--- src/spva_pkg.sv ---
// Package for the serial program/verify access block: pointer register
// addresses, address regions, command codes, link framing and state types.
// Assumes a single 50 MHz core clock domain for everything that imports it.
package spva_pkg;

  // Table pointer byte registers in data RAM space
  localparam logic [11:0] ADDR_TBL_LOW = 12'hFF6;
  localparam logic [11:0] ADDR_TBL_HIGH = 12'hFF7;
  localparam logic [11:0] ADDR_TBL_UPPER = 12'hFF8;
  localparam logic [3:0] RAM_ACCESS_PAGE = 4'hF;
  localparam logic [7:0] ACCESS_SFR_FIRST = 8'h60;

  // Configuration and ID space
  localparam logic [21:0] ID_FIRST = 22'h200000;
  localparam logic [21:0] ID_LAST = 22'h200007;
  localparam logic [21:0] CFG_FIRST = 22'h300000;
  localparam logic [21:0] CFG_LAST = 22'h30000D;
  localparam logic [21:0] DEVID_FIRST = 22'h3FFFFE;
  localparam logic [21:0] DEVID_LAST = 22'h3FFFFF;

  // Code memory layout per size variant
  localparam logic [21:0] BOOT_TOP_8K = 22'h000200;
  localparam logic [21:0] BOOT_TOP_LARGE = 22'h000800;
  localparam int BLK_SHIFT_8K = 12;
  localparam int BLK_SHIFT_16K = 13;
  localparam int BLK_SHIFT_32K = 13;
  localparam int BLK_SHIFT_64K = 14;
  localparam logic [7:0] PROTECTED_READ = 8'h00;

  // Serial framing
  localparam logic [4:0] CMD_BITS = 5'h04;
  localparam logic [4:0] OUT_FIRST_BIT = 5'h0C;
  localparam logic [4:0] FRAME_BITS = 5'h14;
  localparam logic [4:0] BIT_STEP = 5'h01;
  localparam logic [21:0] PTR_STEP1 = 22'h000001;
  localparam logic [21:0] PTR_STEP2 = 22'h000002;

  // Four-bit commands
  localparam logic [3:0] CMD_CORE = 4'h0;
  localparam logic [3:0] CMD_SHIFT_LATCH = 4'h2;
  localparam logic [3:0] CMD_RD = 4'h8;
  localparam logic [3:0] CMD_RD_POSTINC = 4'h9;
  localparam logic [3:0] CMD_RD_POSTDEC = 4'hA;
  localparam logic [3:0] CMD_RD_PREINC = 4'hB;
  localparam logic [3:0] CMD_WR = 4'hC;
  localparam logic [3:0] CMD_WR_INC2 = 4'hD;
  localparam logic [3:0] CMD_WR_PROG_INC2 = 4'hE;
  localparam logic [3:0] CMD_WR_PROG = 4'hF;

  // Core instruction opcodes understood here
  localparam logic [7:0] OP_LOAD_W = 8'h0E;
  localparam logic [6:0] OP_STORE_W = 7'h37;

  typedef enum logic [1:0] {
    SPVA_OFF = 2'b00,
    SPVA_HV = 2'b01,
    SPVA_LV = 2'b10
  } spva_mode_e;

  typedef enum logic [3:0] {
    RGN_BOOT = 4'h0,
    RGN_BLK0 = 4'h1,
    RGN_BLK1 = 4'h2,
    RGN_BLK2 = 4'h3,
    RGN_BLK3 = 4'h4,
    RGN_ID = 4'h5,
    RGN_CFG = 4'h6,
    RGN_DEVID = 4'h7,
    RGN_OTHER = 4'h8
  } spva_region_e;

  typedef struct packed {
    spva_mode_e mode;
    logic clk_prev;
    logic pe_prev;
    logic hv_prev;
    logic [4:0] bitcnt;
    logic [3:0] cmd;
    logic [15:0] shreg;
    logic [21:0] tblptr;
    logic [7:0] wreg;
    logic [7:0] latch;
    logic pgd_out;
    logic pgd_oe_n;
    logic mem_wr;
    logic mem_prog;
    logic [21:0] waddr;
    logic [15:0] wdata;
  } spva_state_s;

endpackage : spva_pkg

--- src/spva_access.sv ---
// Serial program/verify access: mode entry and exit, 20-bit serial frames,
// table pointer, table reads and writes, code region and protection decode.
// Assumes the link clock and pins are asynchronous to clk, the memory read
// data is combinational from mem_raddr, and config inputs are on clk.
//
// Summary of operation
// - HV mode: clock, data low, then enable high
// - Unused I/O go high impedance in mode
// - Mode allows memory read and write serially
// - Low-voltage select works only with enable bit
// - Pointer bytes form 22-bit address
// - Pointer bytes at FF8h, FF7h, FF6h
// - Eight ID bytes readable despite protection
// - Configuration bytes readable despite protection
// - Device ID bytes readable despite protection
// - 8K: two 4K blocks, 512-byte boot
// - 16K: two 8K blocks, 2K boot
// - 32K: four 8K blocks, boot block
// - 64K: four 16K blocks, boot block
// - Each block, boot included, protected separately
// - Drive on rise, sample on fall, LSb first
// - Frame: 4-bit command, 16-bit operand
// - LV mode: select high, then enable high
`timescale 1ns/100ps
module spva_access import spva_pkg::*; #(
  parameter int MEM_KB = 64
) (
  // Clock and reset
  input wire logic clk,
  input wire logic rst_n,
  // Programming pins
  input wire logic programming_enable_pin,
  input wire logic high_voltage_entry_level,
  input wire logic low_voltage_select_input,
  input wire logic serial_program_clock,
  input wire logic serial_program_data_in,
  output logic serial_program_data_out,
  output logic serial_program_data_oe_n,
  // Configuration
  input wire logic single_supply_enable_bit,
  input wire logic [4:0] code_protect,
  // Status
  output logic prog_mode_active,
  output logic low_voltage_mode,
  output logic unused_io_hiz,
  // Memory port
  output logic [21:0] mem_raddr,
  input wire logic [7:0] mem_rdata,
  output logic [21:0] mem_waddr,
  output logic [15:0] mem_wdata,
  output logic mem_wr,
  output logic mem_prog,
  output logic [3:0] mem_region
);
  localparam logic [21:0] CODE_TOP = 22'(MEM_KB * 1024);
  localparam logic [21:0] BOOT_TOP = (MEM_KB == 8) ? BOOT_TOP_8K
                                                   : BOOT_TOP_LARGE;
  localparam int BLK_SHIFT = (MEM_KB == 8) ? BLK_SHIFT_8K :
                             (MEM_KB == 16) ? BLK_SHIFT_16K :
                             (MEM_KB == 32) ? BLK_SHIFT_32K : BLK_SHIFT_64K;

  spva_state_s s_q;
  spva_state_s s_d;
  logic [4:0] pins;
  logic pe_s, hv_s, lv_s, clk_s, dat_s;
  logic rise, fall, exit_cond;
  logic [3:0] cmd_full;
  logic [15:0] op_full;
  logic [11:0] ram_addr;

  // Code region per size variant; boot block stands apart from block 0
  function automatic spva_region_e region_of(input logic [21:0] a);
    logic [21:0] idx;
    idx = a >> BLK_SHIFT;
    if (a >= ID_FIRST && a <= ID_LAST) begin
      region_of = RGN_ID;
    end else if (a >= CFG_FIRST && a <= CFG_LAST) begin
      region_of = RGN_CFG;
    end else if (a >= DEVID_FIRST) begin
      region_of = RGN_DEVID;
    end else if (a >= CODE_TOP) begin
      region_of = RGN_OTHER;
    end else if (a < BOOT_TOP) begin
      region_of = RGN_BOOT;
    end else begin
      region_of = spva_region_e'(4'(idx[1:0]) + 4'h1);
    end
  endfunction : region_of

  // Protected code blocks read as zero; ID, config and device ID never do
  function automatic logic [7:0] visible(input logic [21:0] a,
                                         input logic [7:0] d);
    spva_region_e r;
    r = region_of(a);
    if (r <= RGN_BLK3 && code_protect[3'(r)]) begin
      visible = PROTECTED_READ;
    end else begin
      visible = d;
    end
  endfunction : visible

  spva_sync #(
    .WIDTH(5)
  ) u_sync (
    .clk(clk),
    .rst_n(rst_n),
    .async_in({programming_enable_pin, high_voltage_entry_level,
               low_voltage_select_input, serial_program_clock,
               serial_program_data_in}),
    .sync_out(pins)
  );

  assign {pe_s, hv_s, lv_s, clk_s, dat_s} = pins;
  assign rise = clk_s && !s_q.clk_prev;
  assign fall = !clk_s && s_q.clk_prev;
  assign cmd_full = {dat_s, s_q.cmd[3:1]};
  assign op_full = {dat_s, s_q.shreg[15:1]};
  assign ram_addr = {RAM_ACCESS_PAGE, op_full[7:0]};
  assign exit_cond = ((s_q.mode == SPVA_HV) ? !hv_s : !pe_s)
                     && !clk_s && !dat_s;

  always_comb begin
    s_d = s_q;
    s_d.mem_wr = 1'b0;
    s_d.mem_prog = 1'b0;
    s_d.clk_prev = clk_s;
    s_d.pe_prev = pe_s;
    s_d.hv_prev = hv_s;
    case (s_q.mode)
      SPVA_OFF: begin
        s_d.bitcnt = '0;
        s_d.pgd_oe_n = 1'b1;
        if (hv_s && !s_q.hv_prev && !clk_s && !dat_s) begin
          s_d.mode = SPVA_HV;
        end else if (pe_s && !s_q.pe_prev && lv_s && !clk_s && !dat_s
                     && single_supply_enable_bit) begin
          s_d.mode = SPVA_LV;
        end
      end
      SPVA_HV, SPVA_LV: begin
        if (exit_cond) begin
          s_d.mode = SPVA_OFF;
          s_d.bitcnt = '0;
          s_d.pgd_oe_n = 1'b1;
        end else begin
          // Output bits go out on rising edges, LSb first
          if (rise && !s_q.pgd_oe_n) begin
            s_d.pgd_out = s_q.latch[0];
            // Rotate so eight rises leave the latched byte for a re-shift
            s_d.latch = {s_q.latch[0], s_q.latch[7:1]};
          end
          if (fall) begin
            s_d.bitcnt = 5'(s_q.bitcnt + BIT_STEP);
            if (s_q.bitcnt < CMD_BITS) begin
              s_d.cmd = cmd_full;
            end else begin
              s_d.shreg = op_full;
            end
            if (s_q.bitcnt == CMD_BITS - BIT_STEP
                && cmd_full == CMD_RD_PREINC) begin
              s_d.tblptr = 22'(s_q.tblptr + PTR_STEP1);
            end
            // Table read: latch the byte before the output half
            if (s_q.bitcnt == OUT_FIRST_BIT - BIT_STEP) begin
              if (s_q.cmd == CMD_SHIFT_LATCH) begin
                s_d.pgd_oe_n = 1'b0;
              end else if (s_q.cmd[3:2] == CMD_RD[3:2]) begin
                s_d.pgd_oe_n = 1'b0;
                s_d.latch = visible(s_q.tblptr, mem_rdata);
                if (s_q.cmd == CMD_RD_POSTINC) begin
                  s_d.tblptr = 22'(s_q.tblptr + PTR_STEP1);
                end else if (s_q.cmd == CMD_RD_POSTDEC) begin
                  s_d.tblptr = 22'(s_q.tblptr - PTR_STEP1);
                end
              end
            end
            if (s_q.bitcnt == FRAME_BITS - BIT_STEP) begin
              s_d.bitcnt = '0;
              s_d.pgd_oe_n = 1'b1;
              if (s_q.cmd == CMD_CORE) begin
                if (op_full[15:8] == OP_LOAD_W) begin
                  s_d.wreg = op_full[7:0];
                end else if (op_full[15:9] == OP_STORE_W && !op_full[8]
                             && op_full[7:0] >= ACCESS_SFR_FIRST) begin
                  case (ram_addr)
                    ADDR_TBL_LOW: s_d.tblptr[7:0] = s_q.wreg;
                    ADDR_TBL_HIGH: s_d.tblptr[15:8] = s_q.wreg;
                    ADDR_TBL_UPPER: s_d.tblptr[21:16] = s_q.wreg[5:0];
                    default: s_d.tblptr = s_q.tblptr;
                  endcase
                end
              end else if (s_q.cmd[3:2] == CMD_WR[3:2]) begin
                s_d.mem_wr = 1'b1;
                s_d.waddr = s_q.tblptr;
                s_d.wdata = op_full;
                s_d.mem_prog = s_q.cmd[1];
                if (s_q.cmd == CMD_WR_INC2 || s_q.cmd == CMD_WR_PROG_INC2) begin
                  s_d.tblptr = 22'(s_q.tblptr + PTR_STEP2);
                end
              end
            end
          end
        end
      end
      default: s_d.mode = SPVA_OFF;
    endcase
  end

  always_ff @(posedge clk or negedge rst_n) begin
    if (!rst_n) begin
      s_q <= '{mode: SPVA_OFF, pgd_oe_n: 1'b1, default: '0};
    end else begin
      s_q <= s_d;
    end
  end

  assign serial_program_data_out = s_q.pgd_out;
  assign serial_program_data_oe_n = s_q.pgd_oe_n;
  assign prog_mode_active = (s_q.mode != SPVA_OFF);
  assign low_voltage_mode = (s_q.mode == SPVA_LV);
  assign unused_io_hiz = (s_q.mode != SPVA_OFF);
  assign mem_raddr = s_q.tblptr;
  assign mem_waddr = s_q.waddr;
  assign mem_wdata = s_q.wdata;
  assign mem_wr = s_q.mem_wr;
  assign mem_prog = s_q.mem_prog;
  assign mem_region = region_of(s_q.tblptr);
endmodule : spva_access

--- src/spva_sync.sv ---
// Two-flop synchroniser for a group of asynchronous level inputs.
// Assumes inputs are independent levels; no bus coherence is implied.
`timescale 1ns/100ps
module spva_sync #(
  parameter int WIDTH = 1
) (
  // Clock and reset
  input wire logic clk,
  input wire logic rst_n,
  // Levels
  input wire logic [WIDTH-1:0] async_in,
  output logic [WIDTH-1:0] sync_out
);
  typedef struct packed {
    logic [WIDTH-1:0] s1;
    logic [WIDTH-1:0] s2;
  } spva_sync_s;

  spva_sync_s s_q;
  spva_sync_s s_d;

  always_comb begin
    s_d = s_q;
    s_d.s1 = async_in;
    s_d.s2 = s_q.s1;
  end

  always_ff @(posedge clk or negedge rst_n) begin
    if (!rst_n) begin
      s_q <= '0;
    end else begin
      s_q <= s_d;
    end
  end

  assign sync_out = s_q.s2;
endmodule : spva_sync
--- config.mk ---
export PLATFORM = sky130hd
export DESIGN_NAME = spva_access
export DESIGN_NICKNAME = d
export VERILOG_FILES = /design/src/spva_pkg.sv /design/src/spva_access.sv /design/src/spva_sync.sv
export SDC_FILE = /design/constraint.sdc
export NUM_CORES = 1
export LEC_CHECK = 0
export ABC_AREA = 1
export BUFFER_PORTS_ARGS = -buffer_cell sky130_fd_sc_hd__buf_2
export CAP_MARGIN = 20
export CORE_ASPECT_RATIO = 1.1
export CORE_MARGIN = 5
export CORE_UTILIZATION = 55
export CTS_BUF_LIST = sky130_fd_sc_hd__clkbuf_4
export CTS_CLUSTER_SIZE = 24
export DETAILED_ROUTE_END_ITERATION = 8
export PLACE_DENSITY = 0.83
export SLEW_MARGIN = 25
export SYNTH_ARGS = -nofsm -noshare
export SYNTH_HDL_FRONTEND = slang
export SYNTH_SLANG_ARGS = --single-unit
--- constraint.sdc ---
create_clock -name clk -period 2.3 [get_ports clk]
set_input_delay 0.23 -clock clk [delete_from_list [all_inputs] [get_ports clk]]
set_output_delay 0.23 -clock clk [all_outputs]
set_load 0.01 [all_outputs]
# Word level (Yosys, flattened, before mapping)
# Cells that the tools add are included.
[totals] output_inout_bits=71 elab_cells=171 inputBits=21 ff_bits=120
[op_classes] mux=57 n_bitwise=3 n_reduce_logical=49 order_cmp=11 eq_ne=26 n_addsub=5
[op_table] op="$mux 22" n=11
[op_table] op="$mux 40" n=4
[op_table] op="$mux 41" n=2
[op_table] op="$ge 22x22->1 const B" n=3
[op_table] op="$mux 63" n=1
[op_table] op="$mux 8" n=6
[op_table] op="$le 22x22->1 const B" n=2
[op_table] op="$mux 4" n=11
[op_table] op="$pmux 8 s2" n=2
[op_table] op="$mux 30" n=1
[op_table] op="$eq 8x8->1 const B" n=3
[op_table] op="$reduce_and 4->1" n=6
[op_table] op="$add 22x1->22 const B" n=1
[op_table] op="$add 22x2->22 const B" n=1
[op_table] op="$ge 22x17->1 const B" n=1
[op_table] op="$lt 22x12->1 const B" n=1
[op_table] op="$sub 22x1->22 const B" n=1
[op_table] op="$eq 4x4->1 const B" n=5
[op_table] op="$logic_and 1x1->1" n=19
[op_table] op="$ne 6x5->1 const B" n=3
[op_table] op="$mux 16" n=1
[op_table] op="$pmux 6 s2" n=1
[op_table] op="$reduce_and 6->1" n=2
[op_table] op="$mux 5" n=2
[op_table] op="other kinds (35)" n=61

# Longest topological paths before layout
# Gate-level depths: netlist (run 1).
[depth] ltp_word=22 ltp_mapped=18 ltp_nobuf=17

# Hierarchy
# From an unflattened synthesis (run 1), not the netlist that was laid out.
[unflattened] hier_cells=1119 hier_area_um2=8219.1
[modules_own_cells] module="spva_access" area_per_inst_um2=7968.9 cells_each=1109 instances=1 seq_area_each_um2=2728.9
[modules_own_cells] module="spva_sync" area_per_inst_um2=250.2 cells_each=10 instances=1 seq_area_each_um2=250.2

# Worst setup path before layout (run 1)
# OpenSTA, ideal clock, no wires.
[synth_path] kind="register to register" start="register s_q (netlist bit mem_raddr[14])" end="register s_q[42] (netlist name)" setup_time_ps=66 slack_ps=149 arrival_time_ps=2085 required_time_ps=2234 period_less_slack_ps=2151 path_stages_with_launch=16 n_path_buf=0 cell_sequence="dfrtp_1 -> clkinv_1 -> ha_1 -> nand2_1 -> nor2_1 -> nand2_1 -> nand2_1 -> nand3_2 -> inv_1 -> nor3_1 -> nor2_2 -> nand2_2 -> nand2_1 -> nand2_1 -> nand2_1 -> nand2_1"
[synth_between] elab_cells_between_ends=30 cone_classes="1 x add/sub; 8 x order compare; 18 x mux; 3 x reduce/logical"
[synth_lines] element="start, declared" line_no="spva_access.sv:62" source="spva_state_s s_q;"
[synth_lines] element="start signal, assigned" line_no="spva_access.sv:211" source="s_q <= '{mode: SPVA_OFF, pgd_oe_n: 1'b1, default: '0};"
[synth_lines] element="start signal, assigned" line_no="spva_access.sv:213" source="s_q <= s_d;"
[synth_lines] element="$ge 22x17->1"
[synth_lines] element="$mux 4 (2 in a row)"
[synth_lines] element="$mux 4" line_no="spva_access.sv:77" source="end else if (a >= CFG_FIRST && a <= CFG_LAST) begin"
[synth_lines] element="$mux 4 *" line_no="spva_access.sv:75" source="if (a >= ID_FIRST && a <= ID_LAST) begin"
[synth_lines] element="net mem_region[3]" line_no="spva_access.sv:53" source="output logic [3:0] mem_region"
[synth_lines] element="$mux 4 *" line_no="spva_access.sv:167" source="end else if (s_q.cmd[3:2] == CMD_RD[3:2]) begin"
[synth_lines] element="$mux 4 *" line_no="spva_access.sv:165" source="if (s_q.cmd == CMD_SHIFT_LATCH) begin"
[synth_lines] element="$mux 4 *" line_no="spva_access.sv:164" source="if (s_q.bitcnt == OUT_FIRST_BIT - BIT_STEP) begin"
[synth_lines] element="(+2 left out)"
[synth_lines] element="$mux 4 *" line_no="spva_access.sv:129" source="case (s_q.mode)"
[synth_lines] element="$le 4x3->1 *" line_no="spva_access.sv:95" source="if (r <= RGN_BLK3 && code_protect[3'(r)]) begin"
[synth_lines] element="$logic_and 1x1->1 *" line_no="spva_access.sv:95"
[synth_lines] element="$mux 8 *" line_no="spva_access.sv:95"
[synth_lines] element="$mux 8 *" line_no="spva_access.sv:167"
[synth_lines] element="$mux 8 *" line_no="spva_access.sv:165"
[synth_lines] element="$mux 8 *" line_no="spva_access.sv:164"
[synth_lines] element="$mux 63 *" line_no="spva_access.sv:152" source="if (fall) begin"
# Mark *: on every way through the listed nets, which the timed path passes. The rest lies on a longest branch. The select of a mux whose other input is x is not followed.
# A chain may end at the register's enable or synchronous reset.

# Worst setup path in the final report (run 1)
[layout_path] start="register s_q (netlist bit mem_raddr[1])" end="output port mem_region[3]"
[layout_between] elab_chain_len=5 elab_cells_between_ends=12 cone_classes="6 x order compare; 4 x mux; 2 x reduce/logical"
[layout_lines] element="$ge 22x17->1" line_no="spva_access.sv:81" source="end else if (a >= CODE_TOP) begin"
[layout_lines] element="$mux 4" line_no="spva_access.sv:81"
[layout_lines] element="$mux 4" line_no="spva_access.sv:79" source="end else if (a >= DEVID_FIRST) begin"
[layout_lines] element="$mux 4"
[layout_lines] element="$mux 4 *"
[layout_lines] element="end, declared" line_no="spva_access.sv:53"
# Every way passes the cells marked *; elsewhere a longest branch is shown, timed or not.

==> reports/results.tsv, run 1 <==
stage	metric	value	unit
outcome	status	finished with violations	
outcome	violations	negative setup slack	
setup_path	crit_path_top_delay_cell	dfrtp_2	
sta	fin_tns_setup	-0.0211	ns
synthesis	syn_inst	1161	
synthesis	synth-edff-count	0	
sta	rsz0062_at_grt	true	
placement	gp_congestion	1.02	
sta	hold_violations	0	
die	die_h	139	µm
die	die_w	127	µm
sta	setup_slack	-0.0160	ns
synthesis	ys_ff_latch	119	
setup_path	cp_max_fo	4	
routing	wire_per_inst	16.9	µm
grt	grt_start_max_net_pins	57	
power	pwr_density_cell	541	nW/µm²
sta	min_period	2.32	ns
placement	hpwl	18400	µm
routing	drc	0	
setup_path	crit_type	register to output port	
synthesis	yosysWarnings	0	
flow_run	max_cap_viol_count	0	
die	coreArea	14900	µm²
grt	grt_overflow	0	
routing	routed_wirelength	25100	µm
grt	grt_pass1_wl	39700	µm
die	rows	47	
setup_path	path_cells	buf_6 > ha_2 > nand2_2 > nand2_1 > nand3_4 > inv_2 > nor3_4 > buf_2	
synthesis	ys_types	45	
final_layout	nets	1307	
clock_network	clkLatencyLatePin	0.57	ns
setup_path	worst-endpoint-arrival	2.09	ns
power	finalPower	5270	µW
power	seqPwrFrac	44.9	%
power	irDropWorstVdd	328	µV
final_layout	syn_to_final_growth	17.1	%
routing	first_iter_violations	843	
final_layout	fillers	1334	
setup_path	cp_slowest_stage_delay	0.48	ns
final_layout	final_common_cell	nand2_1	
power	p_leak	0.00477	µW
power	internal_power	3220	µW
synthesis	syn_area	8320	µm²
sta	max-slew-margin-rel	51.4	%
routing	firstDrtPassIters	7	
sta	worst_pin_slew	0.724	ns
clock_network	cts_max_level	4	
final_layout	seq_area	3000	µm²
power	swShare	39.0	%
final_layout	drive_above_1_share	27.1	%
synthesis	synth_seq_area_share	35.8	%
sta	slew_viol_final	0	
synthesis	synth-async-reset-ratio	100	%
placement	io_buffers	91	
die	start_util	55.7	%
sta	finalCritPeriodShare	101	%
clock_network	numCtsBuffers	17	
sta	fmax	432	MHz
setup_path	worstPathRequired	2.07	ns
clock_network	root_buffer	clkbuf_4	
routing	via_per_inst	5.55	
die	io-pin-count	92	
die	die_area	17700	µm²
routing	final_antenna_net_count	0	
final_layout	final_cell_mix	nand2_1, o21ai_0, dfrtp_1, inv_1, buf_2	
sta	fin_worst_skew	0.0186	ns
hold_path	hold_path.class	input pin to async pin	
setup_path	startpoint_type	register	
grt	grt_antenna_before_repair	1	
final_layout	multi_input_comb_area	4400	µm²
clock_network	clock_sinks	119	
power	p_clk_share	24.9	%
setup_path	end_kind	output port	
clock_network	cts_max_path_buffers	2	
clock_network	clk_pin_slew	0.12	ns
sta	setup_violations	2	
power	switchingPower	2060	µW
synthesis	synthFlopType	dfrtp_1	
grt	grt.total_usage	28.2	%
power	power_frac_comb	30.1	%
grt	grt_pass1_vias	7829	
clock_network	tritoncts	done	
routing	num_vias	8243	
synthesis	avgSynthCellArea	7.17	µm²
synthesis	syn_nets	1194	
power groups by stage:
stage                     registers (µW)  clock network, µW  logic (µW)
after floorplan                     2350                  0        1070
final                               2370               1320        1590
after global routing                2380               1430        1750
after CTS                           2360               1350        1510
after detailed placement            2390                  0        1470
after global placement              2390                  0        1440
worst max-delay path: cells and delay by family (launching register included):
| kind | cells | cell delay [ns] |
|---|---|---|
| simple gates | 4 | 0.50 |
| fa+ha+maj | 1 | 0.18 |
| flops | 1 | 0.48 |
| buf+inv | 3 | 0.37 |
logic make-up after synthesis:
family	share of synthesized area, %
compound gates	15.2
xor+xnor	4.73
fa+ha+maj	1.80
buf+inv	14.2
flops	35.8
simple gates	28.2
sequential cells by signal, summed over array words and instances (netlist names), named ones only:
register and flops:
cmd_full 3, u_sync.sync_out 5, mem_waddr 22, mem_wr 1, u_sync.s_d 5, mem_wdata 16
s_q 27, serial_program_data_oe_n 1, mem_prog 1, mem_raddr 21, op_full 15, serial_program_data_out 1
what timing repair did:
action	CTS	global route
setup endpoints to repair	4	31
setup buffers	14	17
endpoints found under the hold margin	131	0
gates resized for setup	50	45
pin swaps	17	13
hold buffers	14	0
per-stage QoR:
step / util [%] / area (µm²) / hold slack, ns / cells / worst slack (ns)
6_report: 65.2 / 9750 / 0.0776 / 1484 / -0.0160
5_1_grt: 65.2 / 9750 / 0.0880 / 1484 / -0.118
3_5_place_dp: 59.1 / 8820 / 0.151 / 1406 / 0.113
3_3_place_gp: 59.1 / 8820 / 0.147 / 1406 / 0.141
2_1_floorplan: - / 8320 / -0.0656 / 1161 / 0.149
4_1_cts: 63.4 / 9470 / 0.0610 / 1466 / -0.0504
cell type report:
class | count | share of cell area (%)
clock inverter | 14 | 1.07
sequential | 119 | 30.8
multi-input combinational | 813 | 45.2
tap | 196 | 2.52
inverter | 122 | 4.76
clock buffer | 18 | 1.39
antenna | 1 | 0.0257
timing repair buffer | 201 | 14.3
final timing paths:
path,startpoint,endpoint,slack [ns],cells past startpoint
max,mem_raddr[1],mem_region[3],-0.02,8
min,rst_n,mem_waddr[8],0.08,2
max reg2reg,register,mem_raddr[18],0.05,13
min reg2reg,u_sync.s_d[2],u_sync.sync_out[2],0.36,0
max in group asynchronous,rst_n,serial_program_data_oe_n,1.56,3
min in group clk,single_supply_enable_bit,s_q[108],0.13,4
cells in the mapped netlist, types with 3 or more instances:
master    count  area [µm²]
nor4_1        4        25.0
buf_2        15        75.1
o211ai_1     16         120
buf_4        68         510
nor3b_1       3        22.5
nor2_4       11         124
nand2_1     301        1130
nand3_2       4        40.0
a21oi_1      42         210
nand2_4       4        45.0
inv_1       102         383
inv_2        17        63.8
xor2_1       43         377
nor2_1       95         357
clkbuf_1     17        63.8
nor2_2       15        93.8
nand3_1      56         280
nor3_1       11        55.1
o21ai_0     107         536
ha_1         12         150
buf_6         7        78.8
o22ai_1      17         106
o21ai_1      26         130
clkinv_1      3        11.3
dfrtp_1     118        2950
nand2_2       8        50.1
a31oi_1       6        37.5
nand4_1      11        68.8
routing by layer:
| layer | share of wire, % | track usage, % |
|---|---|---|
| met4 | 4.3 | 13.9 |
| met3 | 7.9 | 6.05 |
| met1 | 39 | 34.1 |
| met2 | 49 | 47.4 |
| met5 | 0 | 0 |
Note: power is estimated with default switching activity, not from simulation.
==> run 2, diff against run 1 <==
CAP_MARGIN = 5   (was 20)
CELL_PAD_IN_SITES_DETAIL_PLACEMENT = 1   (was default)
CELL_PAD_IN_SITES_GLOBAL_PLACEMENT = 2   (was default)
CORE_UTILIZATION = 35   (was 55)
PLACE_DENSITY = 0.9   (was 0.83)
==> run 2 against run 1 <==
Against the previous run: the run still ends with negative setup slack left; utilization decreased by 22 points; setup slack got worse by 0.073 ns; cell count increased by 8.9%; design area increased by 4.5%; total power increased by 6.2%; sequential share of layout area decreased by 1.4 points; die area increased by 52%; fmax decreased by 3.1%; largest cell class unchanged; largest power group unchanged.
==> reports/results.tsv, run 2 (same netlist as run 1, synthesis figures left out) <==
stage	metric	value	unit	change
outcome	status	finished with violations		
outcome	violations	negative setup slack		
sta	hold_violations	0		unchanged
routing	firstDrtPassIters	5		-2
routing	drc	0		unchanged
final_layout	final_cell_mix	nand2_1, buf_4, dfrtp_1, o21ai_0, inv_1		
grt	grt-busiest-layer	met2		
placement	hpwl	22300	µm	+21%
clock_network	cts_max_path_buffers	2		unchanged
final_layout	seq_area	3000	µm²	-0.21%
clock_network	tritoncts	done		
power	irDropWorstVdd	492	µV	+50%
setup_path	crit_path_start	mem_raddr[3]		
final_layout	fin_cells	1616		+8.9%
power	p_leak	0.00496	µW	+4.1%
sta	finalCritPeriodShare	104	%	+3.2 points
clock_network	cts_max_level	4		unchanged
sta	worst_pin_slew	0.544	ns	-0.180 ns
grt	gr-usage-met3	4.38	%	-1.7 points
grt	use_met1	27.1	%	-7.0 points
final_layout	fillers	3024		+130%
final_layout	largest_register_ffs	27		unchanged
clock_network	clk_pin_slew	0.13	ns	about the same
die	die_h	172	µm	+24%
final_layout	final_common_cell	nand2_1		
grt	grt_overflow	0		unchanged
sta	slew_viol_final	0		unchanged
placement	dp_cells	1541		+9.6%
power	power_frac_comb	29.8	%	-0.3 points
setup_path	reg2regPathDepth	14		+1
sta	rsz0062_at_grt	true		
setup_path	worst-endpoint-arrival	2.16	ns	+0.07 ns
routing	num_vias	8358		+1.4%
die	die_area	27000	µm²	+52%
sta	fmax	419	MHz	-3.1%
power	seqPwrFrac	42.0	%	-2.9 points
final_layout	multi_input_comb_area	4490	µm²	+2.0%
routing	final_antenna_net_count	0		unchanged
die	coreArea	23500	µm²	+58%
final_layout	syn_to_final_growth	22.4	%	
setup_path	r2r_start	mem_raddr[2]		
hold_path	min_from	single_supply_enable_bit		
power	pwr_density_cell	550	nW/µm²	+1.6%
setup_path	end_kind	output port		
power	switchingPower	2200	µW	+7.2%
hold_path	hold_path.class	input pin to register		
grt	grt_antenna_before_repair	1		unchanged
grt	grt_start_max_net_pins	63		+11%
hold_path	hold_depth	4		
placement	io_buffers	91		unchanged
grt	grt.met2_usage	39.3	%	-8.1 points
clock_network	clock_sinks	119		unchanged
setup_path	cp_max_fo	6		+2
die	die_w	157	µm	+23%
die	start_util	35.3	%	-20 points
power	internal_power	3400	µW	+5.6%
placement	gp_congestion	0.952		-6.9%
grt	grt_pass1_vias	8731		+12%
grt	grt_pass1_wl	47400	µm	+19%
clock_network	clkLatencyLatePin	0.56	ns	about the same
routing	wire_per_inst	18.9	µm	+12%
final_layout	top_register	s_q		
final_layout	nets	1330		+1.8%
sta	min_period	2.39	ns	+0.0733 ns
flow_run	max_cap_viol_count	0		unchanged
sta	max-slew-margin-rel	63.7	%	+12 points
setup_path	worstPathRequired	2.07	ns	about the same
sta	setup_slack	-0.0893	ns	-0.0733 ns
sta	setup_violations	4		+2
grt	grt.total_usage	22.6	%	-5.7 points
clock_network	numCtsBuffers	17		unchanged
setup_path	startpoint_type	register		
final_layout	drive_above_1_share	29.2	%	+2.0 points
routing	via_per_inst	5.17		-6.9%
routing	first_iter_violations	440		-48%
setup_path	crit_type	register to output port		
power	swShare	39.4	%	+0.37 points
routing	routed_wirelength	30500	µm	+22%
power	p_clk_share	28.1	%	+3.2 points
die	io-pin-count	92		unchanged
sta	whs	0.131	ns	+0.0538 ns
clock_network	root_buffer	clkbuf_4		
sta	fin_worst_skew	0.0343	ns	+0.0157 ns
die	rows	59		+26%
run 2: cell count changes in the layout (fill, tap and decap cells not counted), sizes merged:
cell / delta
buf: +24
bufinv: +1
clkbuf: -1
clkinv: -2
clkinvlp: -4
inv: +5
run 2: layout make-up:
type                            instances  share of cell area (%)
Multi-Input combinational cell        813                    44.1
Timing Repair Buffer                  224                    15.5
Tap cell                              305                    3.75
Antenna cell                            1                  0.0246
Clock buffer                           18                    1.33
Sequential cell                       119                    29.4
Clock inverter                         14                    1.34
Inverter                              122                    4.57
run 2: metal layers:
layer | up-vias | routed length, µm
met3 | 88 | 1550
met2 | 232 | 15100
met1 | 4067 | 12400
li1 | 3971 | -
met5 | - | 0
met4 | 0 | 1380
run 2: metrics by stage:
stage | setup TNS [ns] | utilization [%] | total power, µW | cell area (µm²) | worst slack (ns)
floorplan | 0 | - | 3420 | 8320 | 0.149
global placement | 0 | 38.9 | 3930 | 9170 | 0.00352
detailed placement | -0.792 | 38.9 | 3970 | 9170 | -0.116
CTS | -0.0885 | 42.1 | 5620 | 9910 | -0.0644
global route | -1.17 | 43.3 | 5960 | 10200 | -0.225
finish | -0.238 | 43.3 | 5600 | 10200 | -0.0893
run 2: worst paths after layout:
kind,to,slack (ns)
max,mem_region[2],-0.09
min,s_q[108],0.13
max reg2reg,mem_raddr[13],-0.04
min reg2reg,u_sync.sync_out[0],0.36
max in group asynchronous,serial_program_data_oe_n,1.37
min in group asynchronous,mem_waddr[4],0.19
run 2: timing repair:
| item | 4_1_cts | 5_1_grt |
|---|---|---|
| buffers inserted | 19 | 9 |
| hold endpoints to repair | 49 | 0 |
| pin swaps | 18 | 26 |
| endpoints found under the setup margin | 12 | 45 |
| gates resized for setup | 56 | 59 |
| hold buffers | 14 | 0 |
run 2: critical path, stage by stage, from the launching register on:
cell and delay (ns):
dfrtp_2 0.51, nor2_4 0.17, inv_2 0.07, nor4_4 0.40, nand3_4 0.17, inv_4 0.12, nor2_4 0.05, inv_2 0.05
buf_6 0.09
run 2: power by group through the flow:
stage	Combinational [µW]	Sequential, µW	Clock, µW
finish	1670	2350	1580
global route	1860	2370	1730
CTS	1640	2350	1630
detailed placement	1580	2380	0
global placement	1550	2380	0
floorplan	1070	2350	0
